`config.mk`:
```
export PLATFORM = sky130hd
export DESIGN_NAME = pahc_homing_ctrl
export DESIGN_NICKNAME = d
export VERILOG_FILES = /design/src/logic/pahc_pkg.sv /design/src/logic/pahc_start_check.sv /design/src/logic/pahc_homing_ctrl.sv
export SDC_FILE = /design/constraint.sdc
export NUM_CORES = 1
export LEC_CHECK = 0
export BUFFER_PORTS_ARGS = -buffer_cell sky130_fd_sc_hd__buf_4
export CAP_MARGIN = 20
export CORE_ASPECT_RATIO = 0.8
export CORE_UTILIZATION = 30
export CTS_CLUSTER_DIAMETER = 150
export CTS_CLUSTER_SIZE = 14
export DETAILED_ROUTE_END_ITERATION = 8
export MAX_ROUTING_LAYER = met4
export SKIP_CTS_REPAIR_TIMING = 1
export SLEW_MARGIN = 20
export SYNTH_ARGS = -nofsm -noshare
export SYNTH_HDL_FRONTEND = slang
export SYNTH_SLANG_ARGS = --single-unit
```
`constraint.sdc`:
```
create_clock -name core_clk -period 2.8 [get_ports core_clk]
set_input_delay 0.28 -clock core_clk [delete_from_list [all_inputs] [get_ports core_clk]]
set_output_delay 0.28 -clock core_clk [all_outputs]
set_load 0.01 [all_outputs]
```
`src/logic/pahc_pkg.sv`:
```
package pahc_pkg;

    // Register byte offsets on the APB slave.
    localparam logic [7:0] PAHC_OFS_CTRL    = 8'h00;
    localparam logic [7:0] PAHC_OFS_STATUS  = 8'h04;
    localparam logic [7:0] PAHC_OFS_HOMEPOS = 8'h08;
    localparam logic [7:0] PAHC_OFS_MODE    = 8'h0C;
    localparam logic [7:0] PAHC_OFS_SWSPD   = 8'h10;
    localparam logic [7:0] PAHC_OFS_IDXSPD  = 8'h14;
    localparam logic [7:0] PAHC_OFS_ACCEL   = 8'h18;
    localparam logic [7:0] PAHC_OFS_IRQ_ST  = 8'h1C;
    localparam logic [7:0] PAHC_OFS_IRQ_CLR = 8'h20;
    localparam logic [7:0] PAHC_OFS_IRQ_EN  = 8'h24;
    localparam logic [7:0] PAHC_OFS_CAPPOS  = 8'h28;
    localparam logic [7:0] PAHC_OFS_CAPAXIS = 8'h2C;

    // Control register fields.
    localparam int PAHC_CTRL_START    = 0;
    localparam int PAHC_CTRL_AXIS_LSB = 8;
    localparam int PAHC_AXIS_W        = 4;

    // Status register fields.
    localparam int PAHC_ST_DONE     = 0;
    localparam int PAHC_ST_BUSY     = 1;
    localparam int PAHC_ST_ABORT    = 2;
    localparam int PAHC_ST_FAULT    = 3;
    localparam int PAHC_ST_CODE_LSB = 8;
    localparam int PAHC_ST_AXST_LSB = 16;

    // Interrupt event bit positions.
    localparam int PAHC_IRQ_DONE  = 0;
    localparam int PAHC_IRQ_ABORT = 1;
    localparam int PAHC_IRQ_FAULT = 2;
    localparam int PAHC_IRQ_W     = 3;

    // Reset values of configuration.
    localparam logic [31:0] PAHC_RST_HOMEPOS = 32'h0000_0000;
    localparam logic [7:0]  PAHC_RST_MODE    = 8'h17;
    localparam logic [31:0] PAHC_RST_SWSPD   = 32'h0000_03E8;
    localparam logic [31:0] PAHC_RST_IDXSPD  = 32'h0000_01F4;
    localparam logic [31:0] PAHC_RST_ACCEL   = 32'h0000_07D0;

    // Highest homing method number of the drive profile.
    localparam logic [7:0] PAHC_MODE_MAX = 8'h23;

    typedef enum logic [2:0] {
        PAHC_AX_DISABLED   = 3'b000,
        PAHC_AX_STANDSTILL = 3'b001,
        PAHC_AX_HOMING     = 3'b010,
        PAHC_AX_MOVING     = 3'b011,
        PAHC_AX_STOPPING   = 3'b100,
        PAHC_AX_ERRORSTOP  = 3'b101
    } pahc_axis_state_e;

    typedef enum logic [7:0] {
        PAHC_NO_FAULT      = 8'h00,
        PAHC_FLT_AXIS_BUSY = 8'h01,
        PAHC_FLT_BAD_MODE  = 8'h02,
        PAHC_FLT_NO_TRIG   = 8'h03,
        PAHC_FLT_BAD_SPEED = 8'h04,
        PAHC_FLT_NOT_CFG   = 8'h05
    } pahc_fault_code_e;

endpackage

```
`src/logic/pahc_start_check.sv`:
```
// Decides whether a homing start may proceed and which fault it raises if not.
module pahc_start_check
    import pahc_pkg::*;
(
    input  wire pahc_axis_state_e axis_state,
    input  wire logic             axis_configured,
    input  wire logic [7:0]       homing_mode,
    input  wire logic [31:0]      switch_speed,
    input  wire logic [31:0]      index_speed,
    input  wire logic [31:0]      homing_accel,
    input  wire logic             triggers_assigned,
    output logic                  start_ok,
    output pahc_fault_code_e      start_fault
);

    always_comb begin
        start_ok    = 1'b0;
        start_fault = PAHC_NO_FAULT;
        if (!axis_configured) begin
            start_fault = PAHC_FLT_NOT_CFG;
        end else if (axis_state != PAHC_AX_STANDSTILL) begin
            start_fault = PAHC_FLT_AXIS_BUSY;
        end else if (homing_mode == 8'h00 || homing_mode > PAHC_MODE_MAX) begin
            start_fault = PAHC_FLT_BAD_MODE;
        end else if (switch_speed == 32'h0000_0000 || index_speed == 32'h0000_0000
                     || homing_accel == 32'h0000_0000) begin
            start_fault = PAHC_FLT_BAD_SPEED;
        end else if (!triggers_assigned) begin
            start_fault = PAHC_FLT_NO_TRIG;
        end else begin
            start_ok = 1'b1;
        end
    end

endmodule // pahc_start_check

```
`src/logic/pahc_homing_ctrl.sv`:
```
// Contract
// - A homing run starts only on a rising edge of start_request.
// - Home position and axis handle are captured on an accepted rising edge.
// - homing_done sets on completion; clears on request low or fault.
// - in_progress sets on rising request; clears on completion, stop, fault or falling request.
// - aborted_flag sets on stop; clears on request low, held one cycle.
// - Errors raise fault_flag and code; both clear on request falling.
// - fault_code is an enumeration, no-fault value by default.
// - Starts are accepted only from standstill; otherwise a fault.
// - An accepted start moves the axis from standstill to homing.
// - Homing method is chosen by a configured profile mode number.
// - The axis must be configured; pulses use its mode, speeds, acceleration.
// - Separate switch and index search speeds plus acceleration are configured.
//
// The register addresses and register access over APB are this design's own decisions.
module pahc_homing_ctrl
    import pahc_pkg::*;
(
    input  wire logic                   core_clk,
    input  wire logic                   reset,
    input  wire logic                   psel,
    input  wire logic                   penable,
    input  wire logic                   pwrite,
    input  wire logic [7:0]             paddr,
    input  wire logic [31:0]            pwdata,
    output logic [31:0]                 prdata,
    output logic                        pready,
    output logic                        pslverr,
    input  wire logic                   axis_configured,
    input  wire logic                   triggers_assigned,
    input  wire logic                   stop_instruction,
    input  wire logic                   run_complete,
    input  wire logic                   drive_fault,
    output logic                        run_enable,
    output logic [7:0]                  run_mode,
    output logic [31:0]                 run_switch_speed,
    output logic [31:0]                 run_index_speed,
    output logic [31:0]                 run_accel,
    output logic [31:0]                 home_position_value,
    output logic [PAHC_AXIS_W-1:0]      pulse_axis_handle,
    output pahc_axis_state_e            axis_state,
    output logic                        homing_done,
    output logic                        in_progress,
    output logic                        aborted_flag,
    output logic                        fault_flag,
    output pahc_fault_code_e            fault_code,
    output logic                        irq
);

    typedef struct packed {
        logic                     start_request;
        logic                     start_prev;
        logic [PAHC_AXIS_W-1:0]   axis_sel;
        logic [31:0]              homepos;
        logic [7:0]               mode;
        logic [31:0]              swspd;
        logic [31:0]              idxspd;
        logic [31:0]              accel;
        logic [31:0]              cap_pos;
        logic [PAHC_AXIS_W-1:0]   cap_axis;
        pahc_axis_state_e         axst;
        logic                     done;
        logic                     busy;
        logic                     abort;
        logic                     abort_hold;
        logic                     fault;
        pahc_fault_code_e         code;
        logic [PAHC_IRQ_W-1:0]    irq_st;
        logic [PAHC_IRQ_W-1:0]    irq_en;
        logic [31:0]              rdata;
    } pahc_state_s;

    pahc_state_s      st_r;
    pahc_state_s      st_nxt;
    logic             start_ok;
    pahc_fault_code_e start_fault;

    pahc_start_check u_check (
        .axis_state        (st_r.axst),
        .axis_configured   (axis_configured),
        .homing_mode       (st_r.mode),
        .switch_speed      (st_r.swspd),
        .index_speed       (st_r.idxspd),
        .homing_accel      (st_r.accel),
        .triggers_assigned (triggers_assigned),
        .start_ok          (start_ok),
        .start_fault       (start_fault)
    );

    function automatic logic [31:0] read_mux(input pahc_state_s s, input logic [7:0] a);
        logic [31:0] v;
        v = 32'h0000_0000;
        case (a)
            PAHC_OFS_CTRL: begin
                v[PAHC_CTRL_START] = s.start_request;
                v[PAHC_CTRL_AXIS_LSB +: PAHC_AXIS_W] = s.axis_sel;
            end
            PAHC_OFS_STATUS: begin
                v[PAHC_ST_DONE]  = s.done;
                v[PAHC_ST_BUSY]  = s.busy;
                v[PAHC_ST_ABORT] = s.abort;
                v[PAHC_ST_FAULT] = s.fault;
                v[PAHC_ST_CODE_LSB +: 8] = s.code;
                v[PAHC_ST_AXST_LSB +: 3] = s.axst;
            end
            PAHC_OFS_HOMEPOS: v = s.homepos;
            PAHC_OFS_MODE:    v[7:0] = s.mode;
            PAHC_OFS_SWSPD:   v = s.swspd;
            PAHC_OFS_IDXSPD:  v = s.idxspd;
            PAHC_OFS_ACCEL:   v = s.accel;
            PAHC_OFS_IRQ_ST:  v[PAHC_IRQ_W-1:0] = s.irq_st;
            PAHC_OFS_IRQ_EN:  v[PAHC_IRQ_W-1:0] = s.irq_en;
            PAHC_OFS_CAPPOS:  v = s.cap_pos;
            PAHC_OFS_CAPAXIS: v[PAHC_AXIS_W-1:0] = s.cap_axis;
            default:          v = 32'h0000_0000;
        endcase
        return v;
    endfunction

    function automatic logic addr_known(input logic [7:0] a);
        return (a <= PAHC_OFS_CAPAXIS) && (a[1:0] == 2'b00);
    endfunction

    logic bus_access;
    logic bus_wr;
    logic rise;
    logic fall;
    logic [PAHC_IRQ_W-1:0] ev;

    assign bus_access = psel && penable;
    assign bus_wr     = bus_access && pwrite && addr_known(paddr);
    assign rise       = st_r.start_request && !st_r.start_prev;
    assign fall       = !st_r.start_request && st_r.start_prev;

    always_comb begin
        st_nxt = st_r;
        ev     = '0;
        st_nxt.start_prev = st_r.start_request;

        // Software writes; the start bit is a level that software raises and drops.
        if (bus_wr) begin
            case (paddr)
                PAHC_OFS_CTRL: begin
                    st_nxt.start_request = pwdata[PAHC_CTRL_START];
                    st_nxt.axis_sel      = pwdata[PAHC_CTRL_AXIS_LSB +: PAHC_AXIS_W];
                end
                PAHC_OFS_HOMEPOS: st_nxt.homepos = pwdata;
                PAHC_OFS_MODE:    st_nxt.mode    = pwdata[7:0];
                PAHC_OFS_SWSPD:   st_nxt.swspd   = pwdata;
                PAHC_OFS_IDXSPD:  st_nxt.idxspd  = pwdata;
                PAHC_OFS_ACCEL:   st_nxt.accel   = pwdata;
                PAHC_OFS_IRQ_CLR: st_nxt.irq_st  = st_r.irq_st & ~pwdata[PAHC_IRQ_W-1:0];
                PAHC_OFS_IRQ_EN:  st_nxt.irq_en  = pwdata[PAHC_IRQ_W-1:0];
                default: begin
                end
            endcase
        end

        // A falling request clears the done, busy, abort and fault flags and the recorded code; interrupt status is kept.
        if (fall) begin
            st_nxt.done  = 1'b0;
            st_nxt.busy  = 1'b0;
            st_nxt.abort = 1'b0;
            st_nxt.fault = 1'b0;
            st_nxt.code  = PAHC_NO_FAULT;
            st_nxt.abort_hold = 1'b0;
        end

        // An abort raised with the request already low lives for one cycle only.
        if (st_r.abort && !st_r.start_request && !fall) begin
            if (st_r.abort_hold) begin
                st_nxt.abort_hold = 1'b0;
            end else begin
                st_nxt.abort = 1'b0;
            end
        end

        if (rise && !st_r.busy) begin
            if (start_ok) begin
                st_nxt.busy     = 1'b1;
                st_nxt.done     = 1'b0;
                st_nxt.abort    = 1'b0;
                st_nxt.cap_pos  = st_r.homepos;
                st_nxt.cap_axis = st_r.axis_sel;
                st_nxt.axst     = PAHC_AX_HOMING;
            end else begin
                st_nxt.fault = 1'b1;
                st_nxt.code  = start_fault;
                ev[PAHC_IRQ_FAULT] = 1'b1;
            end
        end else if (st_r.busy) begin
            if (drive_fault) begin
                st_nxt.busy  = 1'b0;
                st_nxt.done  = 1'b0;
                st_nxt.fault = 1'b1;
                st_nxt.code  = PAHC_FLT_NOT_CFG;
                st_nxt.axst  = PAHC_AX_ERRORSTOP;
                ev[PAHC_IRQ_FAULT] = 1'b1;
            end else if (stop_instruction) begin
                st_nxt.busy       = 1'b0;
                st_nxt.abort      = 1'b1;
                st_nxt.abort_hold = st_r.start_request;
                st_nxt.axst       = PAHC_AX_STOPPING;
                ev[PAHC_IRQ_ABORT] = 1'b1;
            end else if (run_complete) begin
                st_nxt.busy = 1'b0;
                // A request dropped in this very cycle still sees done for one cycle.
                st_nxt.done = 1'b1;
                st_nxt.axst = PAHC_AX_STANDSTILL;
                ev[PAHC_IRQ_DONE] = 1'b1;
            end
        end else if (st_r.axst == PAHC_AX_STOPPING) begin
            st_nxt.axst = PAHC_AX_STANDSTILL;
        end

        // Done with the request already low lasts a single cycle.
        if (st_r.done && !st_r.start_request && !fall && !ev[PAHC_IRQ_DONE]) begin
            st_nxt.done = 1'b0;
        end

        // Event setting wins over a same-cycle software clear.
        st_nxt.irq_st = st_nxt.irq_st | ev;
        st_nxt.rdata  = read_mux(st_r, paddr);
    end

    always_ff @(posedge core_clk) begin
        if (reset) begin
            st_r         <= '0;
            st_r.homepos <= PAHC_RST_HOMEPOS;
            st_r.mode    <= PAHC_RST_MODE;
            st_r.swspd   <= PAHC_RST_SWSPD;
            st_r.idxspd  <= PAHC_RST_IDXSPD;
            st_r.accel   <= PAHC_RST_ACCEL;
            st_r.axst    <= PAHC_AX_STANDSTILL;
            st_r.code    <= PAHC_NO_FAULT;
        end else begin
            st_r <= st_nxt;
        end
    end

    // Read data is registered in the setup cycle, so every access completes at once.
    assign prdata              = st_r.rdata;
    assign pready              = 1'b1;
    assign pslverr             = bus_access && !addr_known(paddr);
    assign run_enable          = st_r.busy;
    assign run_mode            = st_r.mode;
    assign run_switch_speed    = st_r.swspd;
    assign run_index_speed     = st_r.idxspd;
    assign run_accel           = st_r.accel;
    assign home_position_value = st_r.cap_pos;
    assign pulse_axis_handle   = st_r.cap_axis;
    assign axis_state          = st_r.axst;
    assign homing_done         = st_r.done;
    assign in_progress         = st_r.busy;
    assign aborted_flag        = st_r.abort;
    assign fault_flag          = st_r.fault;
    assign fault_code          = st_r.code;
    assign irq                 = |(st_r.irq_st & st_r.irq_en);

endmodule // pahc_homing_ctrl

```
## After elaboration in Yosys (flattened, before gate mapping)

Index checks and enable logic that the tools add are counted.
W data, S select, Z words.

- Magnitude comparators: 2
- Eq/ne operators: 15
- Mux-type cells: 49
- Bitwise logic cells: 4
- Reduce and logical (&&, ||, !) cells: 40

Operators with widths:

| kind | number |
|---|---|
| $logic_not A32 Y1 | 3 |
| $pmux W13 S5 | 1 |
| $pmux W7 S6 | 1 |
| $eq A8 B5 Y1 const B | 4 |
| $eq A8 B6 Y1 const B | 4 |
| $mux W8 | 4 |
| $pmux W4 S7 | 1 |
| $mux W9 | 3 |
| $mux W13 | 2 |
| $pmux W4 S6 | 1 |
| $pmux W2 S10 | 1 |
| $mux W3 | 6 |
| $mux W6 | 3 |
| $eq A8 B4 Y1 const B | 2 |
| $logic_not A8 Y1 | 2 |
| $mux W1 | 16 |
| $reduce_and A2 Y1 | 8 |
| $logic_and A1 B1 Y1 | 13 |
| $mux W2 | 6 |
| $pmux W1 S11 | 1 |
| $mux W5 | 2 |
| $eq A8 B3 Y1 const B | 1 |
| $gt A8 B6 Y1 const B | 1 |
| $le A8 B6 Y1 const B | 1 |
| other kinds (15) | 23 |

- Bits in registers: 232
- Input port bits: 50
- Output and inout bits: 191
- Logic and storage cells: 130

## Logic depth before layout (Yosys ltp)

- Depth in word-level cells: 10
- Depth in mapped cells: 9
- Mapped depth without buffers: 6

## Hierarchy

From an unflattened synthesis, not the netlist that was laid out.

- Cell total of the unflattened synthesis: 1,409
- Area, all modules: 11,324.6 µm²

By module, submodules not included:

| module | instances | cells an instance | area each (µm²) | sequential area each (µm²) |
|---|---|---|---|---|
| pahc_homing_ctrl | 1 | 1,354 | 10,975.5 | 4,644.5 |
| pahc_start_check | 1 | 55 | 349.1 | 0.0 |

## Worst setup path after synthesis

No wires, ideal clock.

- Path type: reg2reg
- Start point: reg st_r, in the netlist run_mode[2]
- End point: reg st_r, in the netlist home_position_value[0]
- Arrival: 2.066 ns
- Path slack: 0.663 ns
- Cell stages (with the launch flop): 10
- Buffers on the path: 3
- Cell sequence: dfxtp_1 > o31a_1 > a2111o_1 > o21bai_4 > nor3_4 > and3_1 > buf_4 > buf_12 > buf_12 > mux2i_1

- Longest elaborated chain between the ends: 6
- Elaborated cells on any way between the ends: 7

Ends and longest elaborated chain:

| element | RTL line | source |
|---|---|---|
| start, declared | pahc_homing_ctrl.sv:73 | `pahc_state_s st_r;` |
| start signal, assigned | pahc_homing_ctrl.sv:237 | `st_r <= st_nxt;` |
| $gt A8 B6 Y1 or $logic_not A8 Y1 (tied branches) | pahc_start_check.sv:23 | `end else if (homing_mode == 8'h00 \|\| homing_mode > PAHC_MODE_MAX) begin` |
| $logic_or A1 B1 Y1 * | pahc_start_check.sv:23 |  |
| $mux W1 * | pahc_start_check.sv:23 |  |
| $mux W1 * | pahc_start_check.sv:21 | `end else if (axis_state != PAHC_AX_STANDSTILL) begin` |
| $mux W1 * | pahc_start_check.sv:19 | `if (!axis_configured) begin` |
| $reduce_and A2 Y1 (no line) * | - |  |

Every way passes the cells marked *; elsewhere a longest branch is shown, timed or not.
A chain may end at the register's enable or synchronous reset.

## Worst setup path in the final report

- Start point: reg st_r, in the netlist run_switch_speed[6]
- End point: reg st_r, in the netlist homing_done

- Longest elaborated chain between the ends: 9

Ends and longest elaborated chain:

| element | RTL line | source |
|---|---|---|
| $logic_not A32 Y1 | pahc_start_check.sv:25 | `end else if (switch_speed == 32'h0000_0000 \|\| index_speed == 32'h0000_0000` |
| $logic_or A1 B1 Y1 | pahc_start_check.sv:25 |  |
| $logic_or A1 B1 Y1 | pahc_start_check.sv:26 | `\|\| homing_accel == 32'h0000_0000) begin` |
| $mux W1 | pahc_start_check.sv:25 |  |
| $mux W1 | pahc_start_check.sv:23 |  |
| $mux W1 | pahc_start_check.sv:21 |  |
| $mux W1 | pahc_start_check.sv:19 |  |
| $mux W6 | pahc_homing_ctrl.sv:179 | `if (start_ok) begin` |
| $mux W6 | pahc_homing_ctrl.sv:178 | `if (rise && !st_r.busy) begin` |

Every way passes these cells. The select of a mux whose other input is x is not followed.

==> flow_metrics.py <==
metrics = {
    "run_status": {
        "status": "complete, no violations",
    },
    "cells_and_area": {
        "fill_cells": 3792,
        "final_area_um2": 12500,
        "area_growth_pct": 13.8,
        "final_nets": 1384,
        "final-instance-count-excl-fill": 1816,
        "utilization_pct": 34.8,
        "drive_gt1_share_pct": 23.2,
    },
    "global_route": {
        "grt_max_degree": 145,
        "grt_pass1_wl_mm": 59.0,
        "grt.overflow.total": 0,
        "grt_util_met3_pct": 4.82,
        "use_met2_pct": 30.8,
        "met1_usage_pct": 29.4,
        "grt_usage_pct": 21.4,
        "grt_busiest_layer": "met2",
        "grt_pass1_vias": 8941,
        "antenna_found_initial": 4,
    },
    "floorplanning": {
        "num_rows": 62,
        "die_area_um2": 37500,
        "start_util_pct": 30.6,
        "core_area_um2": 36000,
        "die_h_um": 173,
        "io_pins": 241,
        "die_w_um": 216,
    },
    "drt": {
        "avgRoutedWirePerCell_um": 22.2,
        "postRouteAntennaNets": 0,
        "routed_wl_mm": 40.3,
        "vias": 9504,
        "drt_iter0_drc": 1283,
        "vias_per_cell": 5.23,
        "firstDrtPassIters": 6,
        "drc_errors": 0,
    },
    "power_and_ir_drop": {
        "cellPowerDensity_nw_per_um2": 484,
        "cellLeakagePower_uw": 0.00454,
        "ir_drop_mv": 0.275,
    },
    "timing": {
        "drv_slew": 0,
        "setup_viol": 0,
        "skew_ns": 0.0158,
        "max_slew_margin_pct": 51.0,
        "layout_min_cycle_time_ns": 2.59,
        "fin_setup_tns_ns": 0,
        "worst_pin_slew_ns": 0.734,
        "fin_crit_sh_pct": 92.4,
        "hold_violations": 0,
        "max_freq_mhz": 386,
        "grt_setup_unrepaired": "no",
    },
    "cts": {
        "clock_latency_ns": 0.51,
        "cts_tree": "built",
        "clockBufferDepth": 3,
        "cts_root_buf": "clkbuf_16",
        "cts.sinks": 232,
        "clkTransAtPathRegs_ns": 0.07,
        "cts_buffers": 20,
        "htree_num_levels": 1,
    },
    "logic_synthesis": {
        "synth_cell_types": 50,
        "syn_inst": 1308,
        "postSynthAreaPerCell_um2": 8.41,
        "synth_top_area_share_pct": 42.2,
        "synth.yosys.seq_area_share_pct": 42.2,
        "synthesis.area_um2": 11000,
        "yosysWarningCount": 0,
        "synth_edf_count": 0,
        "ys_ff_latch": 232,
        "yosys-top-cells-area": "dfxtp_1 42%, buf_4 13%, nand2_1 9.3%",
        "synth_nets": 1358,
        "yosys_most_used_dff": "dfxtp_1",
        "yosysTopAreaCell": "dfxtp_1",
        "synth-async-reset-ratio_pct": 0,
    },
    "critical_path": {
        "cp.required_ns": 3.17,
        "cp_max_fo": 7,
        "worstSetupEndpointType": "flip-flop",
        "startpoint_type": "flip-flop",
        "crit_arrival_ns": 2.96,
        "path_class": "flip-flop to flip-flop",
    },
    "place": {
        "numPortBuffers": 239,
        "place_congestion": 0.938,
        "dp_cells": 1792,
        "hpwl_mm": 29.0,
        "dpl-instance-area_um2": 12000,
    },
    "run": {
        "max_cap_violations": 0,
    },
    "min_path": {
        "hp-class": "primary input to flip-flop",
    },
}
-- routing by layer --
metal,vias to the layer above,share of wire [%]
li1,4390,-
met1,4513,44
met2,517,43
met3,84,9.7
met4,0,3.2
met5,-,0
-- through the flow --
| step | power [uW] | hold slack [ns] | setup slack, ns |
|---|---|---|---|
| after floorplan | 3460 | 0.398 | 0.663 |
| after global placement | 3580 | 0.457 | 0.395 |
| after detailed placement | 3580 | 0.462 | 0.293 |
| after CTS | 6110 | 0.0276 | 0.285 |
| after global routing | 6240 | 0.0325 | 0.182 |
| final | 6060 | 0.0416 | 0.212 |
-- critical path: stages (launching register included) --
cell and delay (ns):
dfxtp_1 0.45, nor4_1 0.68, nand4_1 0.32, o21bai_4 0.21
nor3_4 0.07, and3_2 0.30, a2111oi_0 0.42
-- Yosys cell counts, types with 25 or more instances --
| cell | n |
|---|---|
| a22oi_1 | 30 |
| nor4_1 | 25 |
| dfxtp_1 | 232 |
| clkbuf_1 | 66 |
| nand2b_1 | 74 |
| buf_4 | 187 |
| mux2i_1 | 48 |
| nand2_1 | 272 |
| a21oi_1 | 146 |
| nor2_1 | 33 |
| a222oi_1 | 43 |
-- final cells by class --
| cell class | instances | area [um2] | area share [%] |
|---|---|---|---|
| antenna | 2 | 5.00 | 0.0400 |
| clock inverter | 1 | 8.76 | 0.0700 |
| inverter | 6 | 22.5 | 0.180 |
| timing repair buffer | 279 | 2170 | 17.4 |
| sequential | 232 | 4640 | 37.1 |
| clock buffer | 21 | 526 | 4.20 |
| tap | 480 | 601 | 4.80 |
| multi-input combinational | 795 | 4540 | 36.3 |
-- registers in the layout (all words and copies together) (netlist names) --
register,count
in_progress,1
run_index_speed,32
prdata,32
home_position_value,32
pulse_axis_handle,4
aborted_flag,1
axis_state,3
st_r,44
run_switch_speed,32
fault_flag,1
fault_code,8
run_accel,32
st_nxt,1
run_mode,8
homing_done,1
-- cell usage in the layout (no fill, tap or decap), types with 2 or more instances in the layout --
master,Yosys,final
dfxtp_1,232,232
nand2_1,272,272
a222oi_1,43,43
a22o_1,3,3
diode_2,0,2
nand3b_1,18,18
mux2i_1,48,48
buf_12,3,6
nand4b_1,7,7
a21oi_1,146,146
o21ai_0,5,5
nor4b_1,2,2
nor2b_1,10,7
nor3b_1,2,2
nand3_1,4,4
nand4_1,7,7
nand2b_1,74,74
a22oi_1,30,30
nor2_1,33,33
and2_1,7,7
buf_4,187,272
and3_1,6,5
or4_1,2,2
a31oi_1,10,10
inv_1,6,6
nor4_1,25,25
a221oi_1,5,5
clkbuf_16,0,21
nor3_1,9,9
a211o_1,5,5
a211oi_1,4,4
nor2b_2,0,3
-- power breakdown --
group	internal (uW)	switching [uW]
logic	84.2	126
registers	3300	0.284
clock network	1330	1230
total	4710	1350
-- final timing paths --
path | endpoint | startpoint | slack, ns | cells after the start
worst min register to register | st_r[215]$_SDFFE_PP0P_ | st_r[215]$_SDFFE_PP0P_ | 0.48 | 2
worst max register to register | homing_done$_SDFF_PP0_ | run_switch_speed[6]$_SDFFE_PP1P_ | 0.21 | 6
worst min-delay path | run_index_speed[6]$_SDFFE_PP1P_ | pwdata[6] | 0.04 | 3
worst max-delay path | homing_done$_SDFF_PP0_ | run_switch_speed[6]$_SDFFE_PP1P_ | 0.21 | 6
-- cell families after synthesis --
logic type             count (synthesis)  synth area share [%]
buffers and inverters                281                  16.6
AO/OA/AOI/OAI                        261                  15.6
flip-flops                           232                  42.2
other                                  1                0.0341
AND/OR/NAND/NOR                      485                  21.2
multiplexers                          48                  4.37
Power figures use the tool's default switching activity.
